$ cat config.mk
export PLATFORM = sky130hd
export DESIGN_NAME = rfs_ref_fail_status_mask
export DESIGN_NICKNAME = d
export VERILOG_FILES = /design/src/rfs_pkg.sv /design/src/rfs_ref_fail_status_mask.sv /design/src/rfs_ref_slice.sv
export VERILOG_INCLUDE_DIRS = /design/src
export SDC_FILE = /design/constraint.sdc
export NUM_CORES = 1
export LEC_CHECK = 0
export BUFFER_PORTS_ARGS = -buffer_cell sky130_fd_sc_hd__buf_2
export CORE_UTILIZATION = 30
export CTS_BUF_LIST = sky130_fd_sc_hd__clkbuf_4 sky130_fd_sc_hd__clkbuf_8
export DETAILED_ROUTE_END_ITERATION = 8
export GPL_TIMING_DRIVEN = 0
export PLACE_DENSITY = 0.53
export SLEW_MARGIN = 10
export SYNTH_ARGS = -nofsm -noshare
export SYNTH_HDL_FRONTEND = slang
export SYNTH_SLANG_ARGS = --single-unit
$ cat constraint.sdc
create_clock -name sys_clk -period 1.9 [get_ports sys_clk]
set_input_delay 0.095 -clock sys_clk [delete_from_list [all_inputs] [get_ports sys_clk]]
set_output_delay 0.095 -clock sys_clk [all_outputs]
set_load 0.01 [all_outputs]
$ cat src/rfs_consts.svh
// Purpose: offsets, field positions, reset values and timing counts for the
//          reference fail status and mask block
// Assumes: 16-bit host register port, one clock
// Notes:   included by bare name; definitions only
`ifndef RFS_CONSTS_SVH
`define RFS_CONSTS_SVH

`define RFS_WORD_W           16
`define RFS_ADDR_W           16
`define RFS_NUM_REFS         4
`define RFS_GROUP_W          4

`define RFS_ADDR_STATUS      16'h0069
`define RFS_ADDR_MASK        16'h006A
`define RFS_MASK_RESET       16'h0000
`define RFS_STATUS_RESET     16'h0000
`define RFS_RDATA_RESET      16'h0000
`define RFS_UNMAPPED_DATA    16'h0000

`define RFS_BIT_SINGLE_HIGH  0
`define RFS_BIT_SINGLE_LOW   1
`define RFS_BIT_MULTI_HIGH   2
`define RFS_BIT_MULTI_LOW    3
`define RFS_TIMING_REFERENCE_3_MULTI_HIGH  14

`define RFS_STATUS_LAG       1
`define RFS_ACK_LAG          1

`endif

$ cat src/rfs_pkg.sv
// Purpose: shared types of the reference fail status and mask block
// Assumes: constants live in rfs_consts.svh
// Notes:   nothing here is imported; use rfs_pkg::name
package rfs_pkg;

    typedef logic [15:0] rfs_word_t;

    typedef enum logic [1:0] {
        RFS_CHK_SINGLE_HIGH = 2'b00,
        RFS_CHK_SINGLE_LOW  = 2'b01,
        RFS_CHK_MULTI_HIGH  = 2'b10,
        RFS_CHK_MULTI_LOW   = 2'b11
    } rfs_check_e;

    typedef enum logic [1:0] {
        RFS_ACC_NONE  = 2'b00,
        RFS_ACC_READ  = 2'b01,
        RFS_ACC_WRITE = 2'b10
    } rfs_acc_e;

endpackage : rfs_pkg

$ cat src/rfs_ref_fail_status_mask.sv
// Purpose: reference fail status and check mask registers on the host port
// Assumes: host strobes and check results synchronous to sys_clk
// Notes:   one access per cycle; answer one cycle after the strobe
`include "rfs_consts.svh"

module rfs_ref_fail_status_mask (
    input  wire logic                   sys_clk,
    input  wire logic                   arst_n,
    input  wire logic [`RFS_WORD_W-1:0] ref_check_fail,
    input  wire logic                   host_cs,
    input  wire logic                   host_wr,
    input  wire logic [`RFS_ADDR_W-1:0] host_addr,
    input  wire logic [`RFS_WORD_W-1:0] host_wdata,
    output logic      [`RFS_WORD_W-1:0] host_rdata_ff,
    output logic                        host_ack_ff,
    output logic                        host_err_ff,
    output logic      [`RFS_WORD_W-1:0] ref_fail_status_ff,
    output logic      [`RFS_WORD_W-1:0] ref_check_mask_ff
);

    // address match against one register
    function automatic logic addr_hit(
        input logic [`RFS_ADDR_W-1:0] addr,
        input logic [`RFS_ADDR_W-1:0] target
    );
        addr_hit = (addr == target);
    endfunction : addr_hit

    rfs_pkg::rfs_acc_e  acc;
    rfs_pkg::rfs_word_t nxt_check_mask;
    rfs_pkg::rfs_word_t nxt_rdata;
    logic               nxt_ack;
    logic               nxt_err;
    logic               hit_status;
    logic               hit_mask;

    // per-reference flag slices, four bits each
    genvar g;
    generate
        for (g = 0; g < `RFS_NUM_REFS; g++) begin : g_ref
            localparam int lsb = g * `RFS_GROUP_W;
            rfs_ref_slice u_slice (
                .sys_clk       (sys_clk),
                .arst_n        (arst_n),
                .check_fail    (ref_check_fail[lsb +: `RFS_GROUP_W]),
                .check_mask    (ref_check_mask_ff[lsb +: `RFS_GROUP_W]),
                .fail_flags_ff (ref_fail_status_ff[lsb +: `RFS_GROUP_W])
            );
        end
    endgenerate

    // access decode
    always_comb begin
        hit_status = addr_hit(host_addr, `RFS_ADDR_STATUS);
        hit_mask   = addr_hit(host_addr, `RFS_ADDR_MASK);
        if (!host_cs) begin
            acc = rfs_pkg::RFS_ACC_NONE;
        end else if (host_wr) begin
            acc = rfs_pkg::RFS_ACC_WRITE;
        end else begin
            acc = rfs_pkg::RFS_ACC_READ;
        end
    end

    // register file next values
    always_comb begin
        nxt_check_mask = ref_check_mask_ff;
        nxt_rdata      = host_rdata_ff;
        nxt_ack        = 1'b0;
        nxt_err        = 1'b0;
        case (acc)
            rfs_pkg::RFS_ACC_READ: begin
                nxt_ack = 1'b1;
                if (hit_status) begin
                    nxt_rdata = ref_fail_status_ff;
                end else if (hit_mask) begin
                    nxt_rdata = ref_check_mask_ff;
                end else begin
                    nxt_rdata = `RFS_UNMAPPED_DATA;
                    nxt_err   = 1'b1;
                end
            end
            rfs_pkg::RFS_ACC_WRITE: begin
                nxt_ack = 1'b1;
                if (hit_mask) begin
                    nxt_check_mask = host_wdata;
                end else begin
                    // write to status or an unmapped address dropped; flags stay with the checks
                    nxt_err = 1'b1;
                end
            end
            rfs_pkg::RFS_ACC_NONE: begin
                nxt_ack = 1'b0;
            end
            default: begin
                nxt_ack = 1'b0;
            end
        endcase
    end

    always_ff @(posedge sys_clk or negedge arst_n) begin
        if (!arst_n) begin
            ref_check_mask_ff <= `RFS_MASK_RESET;
            host_rdata_ff     <= `RFS_RDATA_RESET;
            host_ack_ff       <= 1'b0;
            host_err_ff       <= 1'b0;
        end else begin
            ref_check_mask_ff <= nxt_check_mask;
            host_rdata_ff     <= nxt_rdata;
            host_ack_ff       <= nxt_ack;
            host_err_ff       <= nxt_err;
        end
    end
endmodule : rfs_ref_fail_status_mask

$ cat src/rfs_ref_slice.sv
// Purpose: fail flags of one timing reference, gated by its four mask bits
// Assumes: check results are synchronous to sys_clk
// Notes:   bit order single high, single low, multi high, multi low
`include "rfs_consts.svh"

module rfs_ref_slice (
    input  wire logic                    sys_clk,
    input  wire logic                    arst_n,
    input  wire logic [`RFS_GROUP_W-1:0] check_fail,
    input  wire logic [`RFS_GROUP_W-1:0] check_mask,
    output logic      [`RFS_GROUP_W-1:0] fail_flags_ff
);

    logic [`RFS_GROUP_W-1:0] nxt_fail_flags;

    // mask forces pass; flag tracks the live outcome
    always_comb begin
        nxt_fail_flags = check_fail & ~check_mask;
    end

    always_ff @(posedge sys_clk or negedge arst_n) begin
        if (!arst_n) begin
            fail_flags_ff <= '0;
        end else begin
            fail_flags_ff <= nxt_fail_flags;
        end
    end
endmodule : rfs_ref_slice

# After elaboration in Yosys (flattened, before gate mapping)

Cells that the tools add are included.

Equal/unequal tests: 4
Reduce and logical (&&, ||, !) cells: 2
Muxes and demuxes: 8
Bitwise operators: 8

Operators by type and width:

| kind                                                                    | number |
|---|---|
| 16-bit by 7-bit equality test with 1-bit output (second input constant) | 2 |
| 16-bit two-way mux                                                      | 2 |
| 4-bit AND                                                               | 4 |
| 4-bit NOT                                                               | 4 |
| 2-bit two-way mux                                                       | 2 |
| 1-bit two-way mux                                                       | 3 |
| 2-bit by 1-bit equality test with 1-bit output (second input constant)  | 1 |
| 2-bit equality test (second input constant)                             | 1 |
| 1-bit one-hot mux with 2 select lines                                   | 1 |
| 2-bit AND reduction                                                     | 1 |
| 2-bit OR reduction                                                      | 1 |

Input port bits: 52
Output and inout bits: 50
Word-level logic and storage cells: 30
Flip-flop bits (word level): 50

# Longest topological paths before layout

Word-level depth: 5
Mapped depth: 6
Depth with buffers taken out: 4

# Hierarchy

A second synthesis with hierarchy kept.

Cell total of the unflattened synthesis: 157
Area total of the unflattened synthesis: 2195.9 um2

Modules (own cells, without submodules):

| module                   | seq. area each (um2) | area each (um2) | cells each | instances |
|---|---|---|---|---|
| rfs_ref_fail_status_mask | 850.8                | 1575.3          | 125        | 1 |
| rfs_ref_slice            | 100.1                | 155.1           | 8          | 4 |

# Worst setup path after synthesis

OpenSTA, ideal clock, no wires.

Kind: input -> register
Start point: in host_addr[10]
End point: reg ref_check_mask_ff[10]
Setup time: 125 ps
Path buffers: 1
Data required time: 1775 ps
Setup slack: 387 ps
Arrival time: 1388 ps
Cell stages on the path: 5
Cell sequence: nor4_4 > nand4_2 > nor3_4 > buf_6 > mux2_2

Word-level cells in the longest chain between the ends: 2

Ends and longest elaborated chain:

| item                                            | RTL line                        | text |
|---|---|---|
| start, declared                                 | rfs_ref_fail_status_mask.sv:12  | `` input wire logic [`RFS_ADDR_W-1:0] host_addr, `` |
| 16-bit by 7-bit equality test with 1-bit output | rfs_ref_fail_status_mask.sv:26  | `addr_hit = (addr == target);` |
| 2-bit AND reduction (no line)                   | --                              |  |
| end signal, assigned                            | rfs_ref_fail_status_mask.sv:103 | `` ref_check_mask_ff <= `RFS_MASK_RESET; `` |
| end signal, assigned                            | rfs_ref_fail_status_mask.sv:108 | `ref_check_mask_ff <= nxt_check_mask;` |
| end, declared                                   | rfs_ref_fail_status_mask.sv:18  | `` output logic [`RFS_WORD_W-1:0] ref_check_mask_ff `` |

Every way passes these cells.
A chain may end at the register's enable or synchronous reset.

# Worst setup path after layout

Start point: in host_addr[10]
End point: reg ref_check_mask_ff[9]

Same word-level chain as after synthesis.

==> metrics.yaml <==
synthesis:
  yosysTopAreaCell: "dfrtp_1"
  synth.top_cells.by_area: "dfrtp_1 (62%), mux2_2 (9.0%), a32o_1 (8.0%)"
  yosysTopAreaCellShare: 0.6231
  synth_seq_cells: 50
  ys_seq_area_frac: 0.6231
  synth_nets: 189
  post_synth_num_cell_types: 22
  ys_async_sr_fraction: 1.000
  yosys.cell_count.top_type: "dfrtp_1"
  syn_inst: 137
  netlist_top_cells_count: "dfrtp_1 (50), a21o_1 (16), a32o_1 (16), mux2_2 (16), nor2b_1 (16)"
  syn-mean-instance-area_um2: 14.66
  synth_area_um2: 2008
  synth_ff_type: "dfrtp_1"
  ys_warn_count: 0
  synth_enable_flop_cells: 0
pwr:
  seqPwrFrac: 0.545
  power.combinational.fraction: 0.078
  p_sw_uw: 436.8
  worst_ir_drop_vdd_v: 0.0002394
  clkPwrFrac: 0.377
  p_leak_uw: 0.001622
  internal_power_uw: 1570
  pwr_density_cell_nw_per_um2: 712.5
  sw_frac_of_total: 0.2177
critical_path:
  end_kind: "register"
  path_cells: "buf_2 > nor4_4 > nand4_2 > nor3_4 > buf_6 > mux2_2"
  slowest_delay_ns: 0.51
  critical_path_arrival_ns: 1.78
  critPathMaxFanout: 10
  cp.required_ns: 2.09
  crit_buf_inv: 2
  crit_path_start_kind: "input pin"
  cp_slowest_cell: "nor3_4"
  path_delay_family: "simple AND/OR/NAND/NOR gates"
  r2r-start: "g_ref[1].u_slice.fail_flags_ff[3]"
  critPathKind: "input pin to register"
  crit_start: "host_addr[10]"
placement:
  detailed_place_hpwl_um: 3619
  port_buffers: 101
  place_congestion: 0.6758
  dpl_cell_area_um2: 2610
timing:
  clock_skew_ns: 0.004491
  final.setup.tns_ns: 0
  hold_viol: 0
  finalCritPeriodShare: 0.8383
  rsz0062_at_grt: "false"
  slew_headroom: 0.5624
  drv_slew: 0
  fin_crit_ns: 1.593
  setup_viol: 0
  tightest_slew_ns: 0.6563
  fmaxAchievable_mhz: 627.8
die:
  start_util: 0.3127
  ios: 102
  fp.dieH_um: 83.82
  core_area_um2: 6422
  dieArea_um2: 7025
  num_rows: 29
  fp.dieW_um: 83.82
cts:
  cts_resized: 0
  numCtsBuffers: 5
  clock-sinks: 50
  h-tree-depth: 2
  clk_latency_ns: 0.30
  clk_pin_slew_ns: 0.09
  cts_tree: "yes"
  clock_path_buffers: 2
  root_buffer: "clkbuf_8"
detailed_routing:
  viasPerCell: 4.711
  vias: 1564
  firstDrtPassIters: 6
  drc: 14
  wirelength_um: 5027
  first_iter_violations: 77
  wl_per_cell_um: 15.14
  ant_nets: 0
grt:
  grt_start_max_net_pins: 51
  globalRouteOverflowTotal: 0
  track_usage: 0.1533
  grt_pass1_wl_um: 8390
  grt_pass1_vias: 1633
  antenna_found_initial: 0
finish:
  nNetsFinal: 306
  diodes: 0
  final_area_um2: 2816
  syn2layout_area_growth_pct: 40.25
  drive_above_1_share: 0.5412
  fillers: 633
flow_run:
  drv_cap: 0
run_status:
  status: "finished with violations"
  violations: "DRC"
worst_hold_path:
  min_from: "ref_check_fail[1]"
  hold_class: "input pin to register"
## sequential cells by signal (all words and copies together) (netlist names)
signal	count
g_ref.u_slice.fail_flags_ff	16
host_ack_ff	1
host_err_ff	1
host_rdata_ff	16
ref_check_mask_ff	16
## per-layer routing
metal / track usage / vias to the layer above / routed length [um]
met3: 0.02967 / 5 / 261
met2: 0.2466 / 54 / 2420
met5: 0 / - / 0
li1: - / 743 / -
met4: 0.05643 / 0 / 76
met1: 0.2055 / 762 / 2268
## cells in the final DEF (no fill, tap or decap)
| cell type | synthesis | layout |
|---|---|---|
| clkbuf_1 | 3 | 3 |
| a21o_1 | 16 | 16 |
| and4bb_2 | 1 | 1 |
| a21boi_0 | 1 | 1 |
| bufinv_16 | 0 | 1 |
| o21ai_0 | 1 | 1 |
| nor2b_1 | 16 | 16 |
| clkbuf_4 | 0 | 1 |
| clkbuf_8 | 0 | 5 |
| dlygate4sd3_1 | 0 | 9 |
| a32o_1 | 16 | 16 |
| nand4_2 | 1 | 1 |
| nand2b_1 | 3 | 3 |
| clkinvlp_4 | 0 | 1 |
| nor4b_4 | 1 | 1 |
| mux2_2 | 16 | 16 |
| nor2_1 | 1 | 1 |
| nand2_1 | 1 | 1 |
| buf_4 | 1 | 2 |
| nor2_2 | 1 | 1 |
| nor4_4 | 1 | 1 |
| nor3_2 | 1 | 1 |
| dfrtp_1 | 50 | 50 |
| buf_6 | 1 | 1 |
| nor3_4 | 1 | 1 |
| buf_2 | 3 | 103 |
| and4_2 | 1 | 1 |
## per-stage QoR
| stage | util | instances | total power [uW] | hold WS [ns] | setup WS [ns] |
|---|---|---|---|---|---|
| 2_1_floorplan | - | 137 | 1155 | -0.2006 | 0.3870 |
| 3_3_place_gp | 0.4064 | 315 | 1259 | 0.3127 | -0.03210 |
| 3_5_place_dp | 0.4064 | 315 | 1260 | 0.3188 | -0.01669 |
| 4_1_cts | 0.4350 | 330 | 2040 | 0.00003811 | 0.2915 |
| 5_1_grt | 0.4385 | 332 | 2111 | 0.005806 | 0.2131 |
| 6_report | 0.4385 | 332 | 2007 | 0.009203 | 0.3072 |
## final timing paths
| path | cells past startpoint | slack [ns] | endpoint |
|---|---|---|---|
| max | 6 | 0.31 | ref_check_mask_ff[9] |
| min | 2 | 0.009 | g_ref[0].u_slice.fail_flags_ff[1] |
| max reg2reg | 2 | 1.03 | host_rdata_ff[7] |
| min reg2reg | 1 | 0.48 | g_ref[1].u_slice.fail_flags_ff[0] |
| max in group asynchronous | 2 | 1.10 | host_rdata_ff[10] |
| min in group asynchronous | 2 | 0.35 | host_rdata_ff[4] |
## power groups by stage
| stage | registers, uW | clock network [uW] | logic, uW |
|---|---|---|---|
| floorplan | 1120 | 0 | 32.2 |
| global placement | 1110 | 0 | 145 |
| detailed placement | 1110 | 0 | 146 |
| CTS | 1090 | 790 | 157 |
| global route | 1100 | 839 | 177 |
| finish | 1090 | 757 | 157 |
## cell type report
class / instances / area (um^2) / area share
sequential: 50 / 1251 / 0.4442
multi-input combinational: 79 / 711.9 / 0.2528
timing repair buffer: 110 / 598.1 / 0.2124
tap: 77 / 96.34 / 0.03421
clock buffer: 6 / 76.32 / 0.02710
buffer: 8 / 45.04 / 0.01599
clock inverter: 2 / 37.54 / 0.01333
## cell families (layout without fill, tap and decap cells)
group | count (synthesis) | count (layout) | synth area share
flip-flops | 50 | 50 | 0.6231
AO/OA/AOI/OAI | 34 | 34 | 0.1458
AND/OR/NAND/NOR | 29 | 29 | 0.1190
multiplexers | 16 | 16 | 0.08972
buffers and inverters | 8 | 126 | 0.02243
## timing repair
item,in CTS,in global routing
endpoints found under the hold margin,7,51
setup endpoints to repair,0,0
setup buffers,0,0
hold buffers,7,2
Note: power is estimated with default switching activity, not from simulation.
